--- src/sccr_pkg.sv ---
// package of offsets, fields, reset values and timing counts for the clock and control registers
package sccr_pkg;
   // ************************************************************
   // register offsets
   // ************************************************************
   localparam logic [7:0] PLL_REFERENCE_CONTROL_OFS = 8'h05;
   localparam logic [7:0] CLOCK_OUTPUT_DIVIDER_M_OFS = 8'h06;
   localparam logic [7:0] CLOCK_OUTPUT_DIVIDER_N_OFS = 8'h07;
   localparam logic [7:0] CONTROL_CHANNEL_WATCHDOG_OFS = 8'h08;
   localparam logic [7:0] LOCAL_I2C_CONTROL_ONE_OFS = 8'h09;
   // ************************************************************
   // reset values
   // ************************************************************
   localparam logic [7:0] PLL_REFERENCE_CONTROL_RST = 8'h03;
   localparam logic [7:0] CLOCK_OUTPUT_DIVIDER_M_RST = 8'h41;
   localparam logic [7:0] CLOCK_OUTPUT_DIVIDER_N_RST = 8'h28;
   localparam logic [7:0] CONTROL_CHANNEL_WATCHDOG_RST = 8'hfe;
   localparam logic [7:0] LOCAL_I2C_CONTROL_ONE_RST = 8'h1e;
   localparam logic [4:0] OUTPUT_MULTIPLIER_M_DEFAULT = 5'h01;
   // ************************************************************
   // field positions
   // ************************************************************
   localparam int INPUT_REF_DIVIDE_LSB = 4;
   localparam int OSCILLATOR_RANGE_SELECT_BIT = 3;
   localparam int HIGHSPEED_SOURCE_DIVIDE_LSB = 5;
   localparam int OUTPUT_MULTIPLIER_M_LSB = 0;
   localparam int CONTROL_LINK_TIMEOUT_LSB = 1;
   localparam int CONTROL_LINK_TIMEOUT_OFF_BIT = 0;
   localparam int REMOTE_WRITE_PROTECT_BIT = 7;
   localparam int SDA_HOLD_LSB = 4;
   localparam int FILTER_DEPTH_LSB = 0;
   // ************************************************************
   // timing
   // ************************************************************
   localparam int CLK_PERIOD_PS = 8000;
   localparam int WATCHDOG_UNIT_MS = 2;
   localparam int WATCHDOG_UNIT_CYCLES = WATCHDOG_UNIT_MS * 1000000000 / CLK_PERIOD_PS;
   localparam int SDA_HOLD_UNIT_NS = 50;
   localparam int FILTER_UNIT_NS = 5;
   localparam int FILTER_UNIT_PS = FILTER_UNIT_NS * 1000;
   // hold unit rounds up to whole cycles
   localparam int SDA_HOLD_UNIT_CYCLES = (SDA_HOLD_UNIT_NS * 1000 + CLK_PERIOD_PS - 1) / CLK_PERIOD_PS;
endpackage

--- src/sccr_rate_divider.sv ---
// divided forward-rate tick followed by an m over n fractional rate generator
`timescale 1ns/10ps
module sccr_rate_divider (
   input wire logic clk, // register clock
   input wire logic reset, // synchronous reset, active high
   input wire logic hsTick, // one pulse per forward channel bit time
   input wire logic [2:0] hsDivide, // divide code 0..4
   input wire logic [4:0] mValue, // effective multiplier, never zero
   input wire logic [7:0] nValue, // divisor
   output logic sensor_clock_output // generated sensor clock
);
   logic [15:0] preCount_r;
   logic [15:0] preLimit;
   logic preTick;
   logic [8:0] acc_r;
   logic [8:0] accSum;
   logic sensor_clock_output_r;

   assign preLimit = (hsDivide > 3'h4) ? 16'h0000 : (16'h0001 << hsDivide) - 16'h0001;
   assign preTick = hsTick && (preCount_r >= preLimit);
   assign accSum = acc_r + {4'h0, mValue};

   always_ff @(posedge clk) begin
      if (reset) begin
         preCount_r <= 16'h0000;
      end else if (preTick) begin
         preCount_r <= 16'h0000;
      end else if (hsTick) begin
         preCount_r <= preCount_r + 16'h0001;
      end
   end

   // accumulate m per divided tick; each overflow past n toggles the output
   always_ff @(posedge clk) begin
      if (reset) begin
         acc_r <= 9'h000;
         sensor_clock_output_r <= 1'b0;
      end else if (preTick && nValue != 8'h00) begin
         if (accSum >= {1'b0, nValue}) begin
            acc_r <= accSum - {1'b0, nValue};
            sensor_clock_output_r <= ~sensor_clock_output_r;
         end else begin
            acc_r <= accSum;
         end
      end
   end

   assign sensor_clock_output = sensor_clock_output_r;
endmodule

--- src/sccr_link_watchdog.sv ---
// control-link transaction watchdog counting in 2 ms units
`timescale 1ns/10ps
module sccr_link_watchdog #(
   parameter int UNIT_CYCLES = sccr_pkg::WATCHDOG_UNIT_CYCLES
) (
   input wire logic clk, // register clock
   input wire logic reset, // synchronous reset, active high
   input wire logic enable, // watchdog armed
   input wire logic [6:0] timeoutUnits, // timeout in 2 ms units
   input wire logic busy, // transaction in progress
   output logic expire // one-cycle terminate pulse
);
   logic [31:0] unitCount_r;
   logic [6:0] unitsDone_r;
   logic unitTick;
   logic hit;
   logic expire_r;

   assign unitTick = (unitCount_r == 32'(UNIT_CYCLES - 1));
   // fires once per transaction for a nonzero timeout; with timeout 0 the saturated unit count matches again on every unit tick
   assign hit = unitTick && (unitsDone_r + 7'h01 == timeoutUnits) && !expire_r;

   always_ff @(posedge clk) begin
      if (reset || !enable || !busy) begin
         unitCount_r <= 32'h0;
         unitsDone_r <= 7'h00;
         expire_r <= 1'b0;
      end else begin
         unitCount_r <= unitTick ? 32'h0 : unitCount_r + 32'h1;
         if (unitTick && unitsDone_r != 7'h7f) begin
            unitsDone_r <= unitsDone_r + 7'h01;
         end
         expire_r <= hit;
      end
   end

   assign expire = expire_r;
endmodule

--- src/sccr_regs.sv ---
// clock and control register group with sensor clock and control-link watchdog
`timescale 1ns/10ps

// Functional notes
// - bits 6:4 of the pll register divide the input reference by 1, 2, 4 or 8; codes 4..7 reserved.
// - the oscillator range bit picks the 25 MHz band (0) or the 50 MHz band (1) for internal clocking.
// - bits 7:5 of the m register divide the forward rate by 1..16 before the m/n stage, reset 2.
// - the sensor clock comes from the high-speed divide, m at offset 0x06 and n at offset 0x07.
// - the sensor clock toggles at the divided high-speed rate scaled by m over n.
// - m is five bits resetting to 1 and a written zero is used as 1.
// - an enabled watchdog terminates a control transaction that outlives the timeout.
// - watchdog register bit 0 set disables the watchdog; reset 0 leaves it enabled.
// - with bit 7 of the i2c control set, register writes from the control link are blocked.
// - the sda input hold time is bits 6:4 times 50 ns, reset 1; the code holds for bits 6:4 times 7 cycles (56 ns).
// - glitches up to bits 3:0 times 5 ns on scl and sda are rejected, reset 0xe.
module sccr_regs #(
   parameter int WATCHDOG_UNIT = sccr_pkg::WATCHDOG_UNIT_CYCLES // cycles per 2 ms
) (
   input wire logic clk, // register clock, 125 MHz
   input wire logic reset, // synchronous reset, active high
   input wire logic regWrite, // register write strobe
   input wire logic regRead, // register read strobe
   input wire logic regFromLink, // access arrived over the control link
   input wire logic [7:0] regAddr, // register offset
   input wire logic [7:0] regWdata, // write data
   input wire logic inputReferenceClockTick, // one pulse per input reference edge
   input wire logic hsTick, // one pulse per forward channel bit time
   input wire logic linkBusy, // control-link transaction in progress
   input wire logic linkToLocalSlave, // remote access aimed at a local i2c slave
   input wire logic sclIn, // local scl input
   input wire logic sdaIn, // local sda input
   output logic [7:0] regRdata, // read data
   output logic regWriteBlocked, // write refused by protection
   output logic internalRefTick, // divided input reference
   output logic oscillatorRangeSelect, // 0: 25 MHz band, 1: 50 MHz band
   output logic sensorClockOutput, // generated sensor clock
   output logic linkTimeoutAbort, // terminate control transaction
   output logic localWriteThrough, // remote slave access allowed through
   output logic sclFiltered, // deglitched scl
   output logic sdaFiltered // deglitched and held sda
);
   import sccr_pkg::*;

   // ************************************************************
   // register storage and decode
   // ************************************************************
   logic [7:0] pllRef_r;
   logic [7:0] divM_r;
   logic [7:0] divN_r;
   logic [7:0] watchdog_r;
   logic [7:0] i2cCtrl_r;
   logic [7:0] regRdata_r;
   logic regWriteBlocked_r;
   logic writeProtect;
   logic writeOk;
   logic hitPll;
   logic hitM;
   logic hitN;
   logic hitWd;
   logic hitI2c;
   logic [7:0] readMux;
   logic wrPll;
   logic wrM;
   logic wrN;
   logic wrWd;
   logic wrI2c;

   assign writeProtect = i2cCtrl_r[REMOTE_WRITE_PROTECT_BIT];
   // link writes are dropped while protect is set; local writes always land
   assign writeOk = regWrite && !(regFromLink && writeProtect);
   assign hitPll = regAddr == PLL_REFERENCE_CONTROL_OFS;
   assign hitM = regAddr == CLOCK_OUTPUT_DIVIDER_M_OFS;
   assign hitN = regAddr == CLOCK_OUTPUT_DIVIDER_N_OFS;
   assign hitWd = regAddr == CONTROL_CHANNEL_WATCHDOG_OFS;
   assign hitI2c = regAddr == LOCAL_I2C_CONTROL_ONE_OFS;
   assign wrPll = writeOk && hitPll;
   assign wrM = writeOk && hitM;
   assign wrN = writeOk && hitN;
   assign wrWd = writeOk && hitWd;
   assign wrI2c = writeOk && hitI2c;
   // whole bytes read back including reserved bits
   assign readMux = hitPll ? pllRef_r : hitM ? divM_r : hitN ? divN_r :
                    hitWd ? watchdog_r : hitI2c ? i2cCtrl_r : 8'h00;

   // each byte is stored whole, reserved bits included
   always_ff @(posedge clk) begin
      if (reset) begin
         pllRef_r <= PLL_REFERENCE_CONTROL_RST;
      end else if (wrPll) begin
         pllRef_r <= regWdata;
      end
   end

   always_ff @(posedge clk) begin
      if (reset) begin
         divM_r <= CLOCK_OUTPUT_DIVIDER_M_RST;
      end else if (wrM) begin
         divM_r <= regWdata;
      end
   end

   always_ff @(posedge clk) begin
      if (reset) begin
         divN_r <= CLOCK_OUTPUT_DIVIDER_N_RST;
      end else if (wrN) begin
         divN_r <= regWdata;
      end
   end

   always_ff @(posedge clk) begin
      if (reset) begin
         watchdog_r <= CONTROL_CHANNEL_WATCHDOG_RST;
      end else if (wrWd) begin
         watchdog_r <= regWdata;
      end
   end

   always_ff @(posedge clk) begin
      if (reset) begin
         i2cCtrl_r <= LOCAL_I2C_CONTROL_ONE_RST;
      end else if (wrI2c) begin
         i2cCtrl_r <= regWdata;
      end
   end

   always_ff @(posedge clk) begin
      if (reset) begin
         regRdata_r <= 8'h00;
         regWriteBlocked_r <= 1'b0;
      end else begin
         regRdata_r <= regRead ? readMux : regRdata_r;
         regWriteBlocked_r <= regWrite && regFromLink && writeProtect;
      end
   end

   // ************************************************************
   // input reference divider and oscillator range
   // ************************************************************
   logic [2:0] refDivCode;
   logic [2:0] refCount_r;
   logic [2:0] refLimit;
   logic refHit;
   logic internalRefTick_r;
   logic oscRange_r;

   assign refDivCode = pllRef_r[INPUT_REF_DIVIDE_LSB +: 3];
   // reserved codes fall back to divide by one
   assign refLimit = refDivCode[2] ? 3'h0 : 3'((4'h1 << refDivCode[1:0]) - 4'h1);
   assign refHit = inputReferenceClockTick && (refCount_r >= refLimit);

   always_ff @(posedge clk) begin
      if (reset) begin
         refCount_r <= 3'h0;
         internalRefTick_r <= 1'b0;
         oscRange_r <= 1'b0;
      end else begin
         if (refHit) refCount_r <= 3'h0;
         else if (inputReferenceClockTick) refCount_r <= refCount_r + 3'h1;
         internalRefTick_r <= refHit;
         oscRange_r <= pllRef_r[OSCILLATOR_RANGE_SELECT_BIT];
      end
   end

   // ************************************************************
   // sensor clock generator
   // ************************************************************
   logic [4:0] mField;
   logic [4:0] mEffective;
   logic sensorClk;
   logic sensorClk_r;
   logic [2:0] hsDivideField;

   assign hsDivideField = divM_r[HIGHSPEED_SOURCE_DIVIDE_LSB +: 3];
   assign mField = divM_r[OUTPUT_MULTIPLIER_M_LSB +: 5];
   assign mEffective = (mField == 5'h00) ? OUTPUT_MULTIPLIER_M_DEFAULT : mField;

   sccr_rate_divider uRate (
      .clk(clk),
      .reset(reset),
      .hsTick(hsTick),
      .hsDivide(hsDivideField),
      .mValue(mEffective),
      .nValue(divN_r),
      .sensor_clock_output(sensorClk)
   );

   always_ff @(posedge clk) begin
      if (reset) sensorClk_r <= 1'b0;
      else sensorClk_r <= sensorClk;
   end

   // ************************************************************
   // control-link watchdog and protection pass-through
   // ************************************************************
   logic wdExpire;
   logic linkTimeoutAbort_r;
   logic localWriteThrough_r;
   logic wdEnable;
   logic [6:0] wdTimeout;

   // the count restarts whenever the link goes idle or the watchdog is turned off
   assign wdEnable = !watchdog_r[CONTROL_LINK_TIMEOUT_OFF_BIT];
   assign wdTimeout = watchdog_r[CONTROL_LINK_TIMEOUT_LSB +: 7];

   sccr_link_watchdog #(
      .UNIT_CYCLES(WATCHDOG_UNIT)
   ) uWatchdog (
      .clk(clk),
      .reset(reset),
      .enable(wdEnable),
      .timeoutUnits(wdTimeout),
      .busy(linkBusy),
      .expire(wdExpire)
   );

   always_ff @(posedge clk) begin
      if (reset) begin
         linkTimeoutAbort_r <= 1'b0;
         localWriteThrough_r <= 1'b0;
      end else begin
         linkTimeoutAbort_r <= wdExpire;
         localWriteThrough_r <= linkToLocalSlave;
      end
   end

   // ************************************************************
   // i2c glitch filter and sda hold
   // ************************************************************
   logic [3:0] filterDepth;
   logic [2:0] holdField;
   logic [7:0] filterLimit;
   logic [7:0] holdLimit;
   logic [1:0] pinIn;
   logic [1:0] pinStable_r;
   logic [7:0] pinCount_r [2];
   logic sclPrev_r;
   logic [7:0] holdCount_r;
   logic sdaHeld_r;

   assign filterDepth = i2cCtrl_r[FILTER_DEPTH_LSB +: 4];
   assign holdField = i2cCtrl_r[SDA_HOLD_LSB +: 3];
   // cycles needed to exceed depth x 5 ns
   assign filterLimit = 8'(({4'h0, filterDepth} * FILTER_UNIT_PS) / CLK_PERIOD_PS);
   assign holdLimit = 8'({5'h00, holdField} * SDA_HOLD_UNIT_CYCLES);
   assign pinIn = {sdaIn, sclIn};

   generate
      for (genvar i = 0; i < 2; i++) begin : gFilter
         always_ff @(posedge clk) begin
            if (reset) begin
               pinStable_r[i] <= 1'b1;
               pinCount_r[i] <= 8'h00;
            end else if (pinIn[i] == pinStable_r[i]) begin
               pinCount_r[i] <= 8'h00;
            end else if (pinCount_r[i] >= filterLimit) begin
               pinStable_r[i] <= pinIn[i];
               pinCount_r[i] <= 8'h00;
            end else begin
               pinCount_r[i] <= pinCount_r[i] + 8'h01;
            end
         end
      end
   endgenerate

   // sda follows its filtered level except within the hold window after scl falls
   always_ff @(posedge clk) begin
      if (reset) begin
         sclPrev_r <= 1'b1;
         holdCount_r <= 8'h00;
         sdaHeld_r <= 1'b1;
      end else begin
         sclPrev_r <= pinStable_r[0];
         if (sclPrev_r && !pinStable_r[0]) begin
            holdCount_r <= holdLimit;
         end else if (holdCount_r != 8'h00) begin
            holdCount_r <= holdCount_r - 8'h01;
         end else begin
            sdaHeld_r <= pinStable_r[1];
         end
      end
   end

   // ************************************************************
   // outputs
   // ************************************************************
   assign regRdata = regRdata_r;
   assign regWriteBlocked = regWriteBlocked_r;
   assign internalRefTick = internalRefTick_r;
   assign oscillatorRangeSelect = oscRange_r;
   assign sensorClockOutput = sensorClk_r;
   assign linkTimeoutAbort = linkTimeoutAbort_r;
   assign localWriteThrough = localWriteThrough_r;
   assign sclFiltered = pinStable_r[0];
   assign sdaFiltered = sdaHeld_r;
endmodule

--- config.mk ---
export PLATFORM = sky130hd
export DESIGN_NAME = sccr_regs
export DESIGN_NICKNAME = d
export VERILOG_FILES = /design/src/sccr_pkg.sv /design/src/sccr_rate_divider.sv /design/src/sccr_link_watchdog.sv /design/src/sccr_regs.sv
export SDC_FILE = /design/constraint.sdc
export NUM_CORES = 1
export LEC_CHECK = 0
export CAP_MARGIN = 5
export CELL_PAD_IN_SITES_DETAIL_PLACEMENT = 1
export CELL_PAD_IN_SITES_GLOBAL_PLACEMENT = 2
export CORE_ASPECT_RATIO = 2
export CORE_MARGIN = 1
export CORE_UTILIZATION = 41
export DETAILED_ROUTE_END_ITERATION = 16
export DONT_BUFFER_PORTS = 1
export PLACE_DENSITY = 0.84
export SLEW_MARGIN = 5
export SYNTH_ARGS = -nofsm -noshare
export SYNTH_HDL_FRONTEND = slang
export SYNTH_HIERARCHICAL = 1
export SYNTH_SLANG_ARGS = --single-unit
--- constraint.sdc ---
create_clock -name clk -period 8.9 [get_ports clk]
set_input_delay 0.89 -clock clk [delete_from_list [all_inputs] [get_ports clk]]
set_output_delay 0.89 -clock clk [all_outputs]
set_load 0.01 [all_outputs]
# ---- Word level (Yosys, flattened, before mapping)
# Memory sizes are Yosys's and may differ from the RTL's.
# Cells that the tools add are included.
dict set report word_totals {
  reg_bits 135
  latch_bits 0
  ramBits 16
  rom_bits 0
  in_bits 27
  elab_cells 144
  n_memories 1
}
# name words width read_ports rd_ports_with_merged_regs wr line
set mem_list {}
lappend mem_list {pinCount_r 2 8 2 0 2 sccr_regs.sv:235} ;# logic [7:0] pinCount_r [2];
dict set report classes {
  add_sub_neg 11
  multipliers 2
  n_div 1
  magnitude_cmp 6
  n_eq_ne 10
  shifts 2
  n_mux 41
  bitwise_logic 11
  reduce_logical 34
}
# operator count
set op_table {}
lappend op_table {{2-to-1 mux 8 bit} 11}
lappend op_table {{adder 32 x 1 -> 32 bit (second input constant)} 1}
lappend op_table {{divider 17 x 13 -> 32 bit (second input constant)} 1}
lappend op_table {{== test 32 x 18 -> 1 bit (second input constant)} 1}
lappend op_table {{== test 8 x 3 -> 1 bit (second input constant)} 3}
lappend op_table {{2-to-1 mux 1 bit} 24}
lappend op_table {{adder 16 x 1 -> 16 bit (second input constant)} 1}
lappend op_table {{adder 8 x 1 -> 8 bit (second input constant)} 2}
lappend op_table {{== test 8 x 4 -> 1 bit (second input constant)} 2}
lappend op_table {{greater-or-equal comparator 16 bit} 1}
lappend op_table {{greater-or-equal comparator 8 bit} 2}
lappend op_table {{logical AND 1 bit} 16}
lappend op_table {{2-to-1 mux 16 bit} 1}
lappend op_table {{nonzero test 8 bit} 2}
lappend op_table {{left shift 1 x 3 -> 16 bit (first input constant)} 1}
lappend op_table {{subtractor 16 x 1 -> 16 bit (second input constant)} 1}
lappend op_table {{multiplier 4 x 10 -> 14 bit (second input constant)} 1}
lappend op_table {{2-to-1 mux 6 bit} 2}
lappend op_table {{adder 9 x 5 -> 9 bit} 1}
lappend op_table {{greater-or-equal comparator 9 x 8 -> 1 bit} 1}
lappend op_table {{2-to-1 mux 9 bit} 1}
lappend op_table {{subtractor 9 x 8 -> 9 bit} 1}
lappend op_table {{AND reduction 2 bit} 4}
lappend op_table {{OR reduction 2 bit} 4}
lappend op_table {{19 further kinds} 33}

# ---- Longest topological paths before layout
dict set report depth {
  word_depth 9
  depth_mapped 32
  mapped_depth_nobuf 30
}

# ---- Hierarchy
# The synthesis kept the hierarchy.
# mod n_inst cells_per_inst area_per_inst_um2 seq_area_each_um2
set by_module_without_submodules {}
lappend by_module_without_submodules {sccr_regs 1 701 6203.4 1861.8}
lappend by_module_without_submodules {sccr_link_watchdog 1 235 2060.7 800.8}
lappend by_module_without_submodules {sccr_rate_divider 1 253 2030.7 520.5}

# ---- Worst setup path before layout
# Ideal clock, no wire load.
dict set report synth_path {
  path_type {flip-flop to flip-flop}
  startpoint {register i2cCtrl_r[2]}
  endpoint {memory pinCount_r[0][2], data pin}
  setup_ps 142
  t_arrival_ps 6687
  t_required_ps 8758
  setup_slack_ps 2070
  stages_incl_launch_ff 29
  path_buffers 1
  period_less_slack_ps 6830
  cell_sequence {dfxtp_1 > clkinv_1 > fa_1 > inv_1 > ha_1 > inv_1 > fa_1 > clkbuf_1 > o211a_4 > or3_4 > nor3_4 > mux2_2 > a31oi_1 > xnor2_1 > a21oi_1 > o31a_1 > o21a_1 > or3_1 > a32oi_1 > nand3b_1 > o31ai_2 > ha_1 > nand2b_1 > a21o_1 > a21oi_1 > nor2b_1 > o21ai_0 > nand4_1 > nor2_1}
}
# element line
set synth_lines {}
lappend synth_lines {{start, declared} sccr_regs.sv:51} ;# logic [7:0] i2cCtrl_r;
lappend synth_lines {{start signal, assigned} sccr_regs.sv:122} ;# i2cCtrl_r <= regWdata;
lappend synth_lines {{end, declared} sccr_regs.sv:235}

==> reports/results.ini <==
[synthesis]
yosysMostFrequentCell=nor2_1
synth_area_leaders=dfxtp_1 26%, ha_1 7.7%, nor2_1 5.3%, xnor2_1 5.0%, edfxtp_1 4.7%
yosysWarnings=6
synthAdderAreaFrac=0.0931
postSynth.asyncResetShare=0
synth_cell_type_count=109
syn_area_per_cell_sq_um=8.66
synth_commonest_cells=144 x nor2_1, 135 x dfxtp_1, 86 x nand2_1
synth_edf_count=16
yosys.area_share.simple=0.257
ys_ff_latch=151
seq_area_frac_synth=0.309
yosys.area.top_type=dfxtp_1
syn_area_sq_mm=0.0103
yosys.area_share.xor_xnor=0.0950
yosysTopAreaCellShare=0.263
synth_top_family_by_area=simple AND/OR/NAND/NOR gates
synth-compound-area-share=0.159
syn-instance-count=1189
synth_ff_type=dfxtp_1
muxShareOfSynthArea=0.0472

[layout]
final_cell_area_sq_mm=0.0113
nets=1293
nFillCells=2946
antenna_cells=0
syn2layout_area_growth_pct=9.64
drive_above_1_share=0.0902

[clock_network]
cts_tree=yes
ctsHoldBuffers=0
cts.path.max_buffers=2
clockRootBuffer=clkbuf_16
clock_latency_ns=0.45
cts_num_sinks=151
htree_levels=4
clkTransAtPathRegs_ns=0.07
cts-buffers-inserted=17

[floorplan]
top_level_ports=43
die_area_sq_mm=0.0258
core-area_sq_mm=0.0245
start_util=0.420
die_h_microns=226
die_w_microns=114
rows=81

[sta]
finalCriticalPeriod_ns=8.19
setup_tns_ns=0
setup_viol=0
period_share=0.920
finalHoldViolCount=0
tightest_slew_ns=1.01
fin_hold_ws_ns=0.481
max_freq_ghz=0.122
clock_skew_ns=0.00852
max-slew-margin-rel=0.319
final_max_slew_viol_count=0
rsz0062_at_grt=no

[power]
ir_drop_mv=0.167
fin_total_pwr_w=0.00166
power.density_mw_per_mm2=147
p_leak_nw=4.30

[grt]
gr-total-overflow=0
use_met2=0.491
grt_pass1_wl_microns=49300
busiest_layer=met2
grt_max_degree=56
antenna_found_initial=0
grt_pass1_vias=9571
met3_usage=0.0352
grt_use_total=0.247
met1_usage=0.225

[detailed_routing]
via_per_inst=5.75
post_drt_wl_per_cell_microns=19.8
drt-pass1-iter-count=5
drt_wl_total_microns=30500
ant_nets=0
route.detailed.drc=0
vias=8851
drt_iter0_drc=275

[worst_setup_path]
slowest_delay_ns=0.76
path_max_fanout=20
end_kind=register
slowest_stage=fa_1
arrival_ns=8.48
start_kind=register
path_class=register to register
required_ns=9.19

[worst_hold_path]
hold_class=register to register

[placed_design]
hpwl_microns=23900
portBuffers=0
placed_cell_area_sq_mm=0.0106
place.gp.congestion=0.888

[run]
max_cap_violations=0

[outcome]
status=finished clean

[layer usage]
| metal | up-vias | part of all wire | wire length, microns |
|---|---|---|---|
| li1 | 4272 | - | - |
| met1 | 4354 | 0.35 | 10600 |
| met2 | 136 | 0.57 | 17400 |
| met3 | 89 | 0.022 | 673 |
| met4 | 0 | 0.060 | 1840 |
| met5 | - | 0 | 0 |
[timing repair]
item                                    4_1_cts  5_1_grt
hold endpoints to repair                      0        0
endpoints found under the setup margin        0       13
setup buffers                                 0        4
gates resized for setup                       0        1
[flip-flops by register name, summed over array words and instances (netlist names), 3 cells and up]
name,count
uWatchdog/unitCount_r,32
pinCount_r,16
uRate/preCount_r,16
uRate/acc_r,9
divM_r,8
divN_r,8
holdCount_r,8
i2cCtrl_r,8
pllRef_r,8
regRdata,8
watchdog_r,8
uWatchdog/unitsDone_r,7
refCount_r,3
[power by group]
group / switching (W) / total [W] / internal [W]
logic: 0.0000953 / 0.000164 / 0.0000687
registers: 0.0000228 / 0.000733 / 0.000710
clock network: 0.000332 / 0.000761 / 0.000429
[final cells by class]
class                   instances  area (sq um)  share of cell area
clock buffers                  18           429              0.0380
clock inverters                14           185              0.0164
inverters                      49           188              0.0166
multi-input cells             962          6780               0.601
flip-flops and latches        151          3180               0.282
well taps                     332           415              0.0368
repair buffers                 14           105             0.00931
[cell families after synthesis]
group                      Yosys count
and+or+nand+nor                    492
AOI/OAI and AO/OA                  223
DFF                                151
xor gates and xnor gates           107
buffers and inverters               94
adders and majority gates           72
muxes                               48
other                                2
[critical path, delay by kind of cell (launching register included)]
kind	cells	cell delay (ns)
AOI/OAI and AO/OA	11	2.64
xor gates and xnor gates	1	0.19
adders and majority gates	4	1.91
buffers and inverters	4	0.61
DFF	1	0.54
muxes	1	0.31
and+or+nand+nor	8	1.86
[worst paths after layout]
| check | start | cells after the start | to | slack [ns] |
|---|---|---|---|---|
| worst max-delay path | i2cCtrl_r[2] | 29 | pinCount_r[1][4] | 0.71 |
| worst min-delay path | uWatchdog/unitCount_r[0] | 1 | uWatchdog/unitCount_r[0] | 0.48 |
| worst max register to register | i2cCtrl_r[2] | 29 | pinCount_r[1][4] | 0.71 |
| worst min register to register | uWatchdog/unitCount_r[0] | 1 | uWatchdog/unitCount_r[0] | 0.48 |
[metrics by stage]
step,utilization,setup slack (ns),std cells
2_1_floorplan,-,2.07,1207
3_3_place_gp,0.434,0.837,1504
3_5_place_dp,0.434,0.532,1504
4_1_cts,0.459,0.485,1536
5_1_grt,0.460,0.0276,1540
6_report,0.460,0.713,1540
[cell usage in the layout (no fill, tap or decap), types with 31 or more instances in the layout]
cell type / instances
ha_1: 63
mux2i_1: 44
o21ai_0: 32
inv_1: 46
nor2_1: 144
dfxtp_1: 135
xnor2_1: 59
a21oi_1: 46
nand2_1: 86
nor3_1: 31
xor2_1: 44
nand3_1: 44
(Power assumes the default switching activity.)
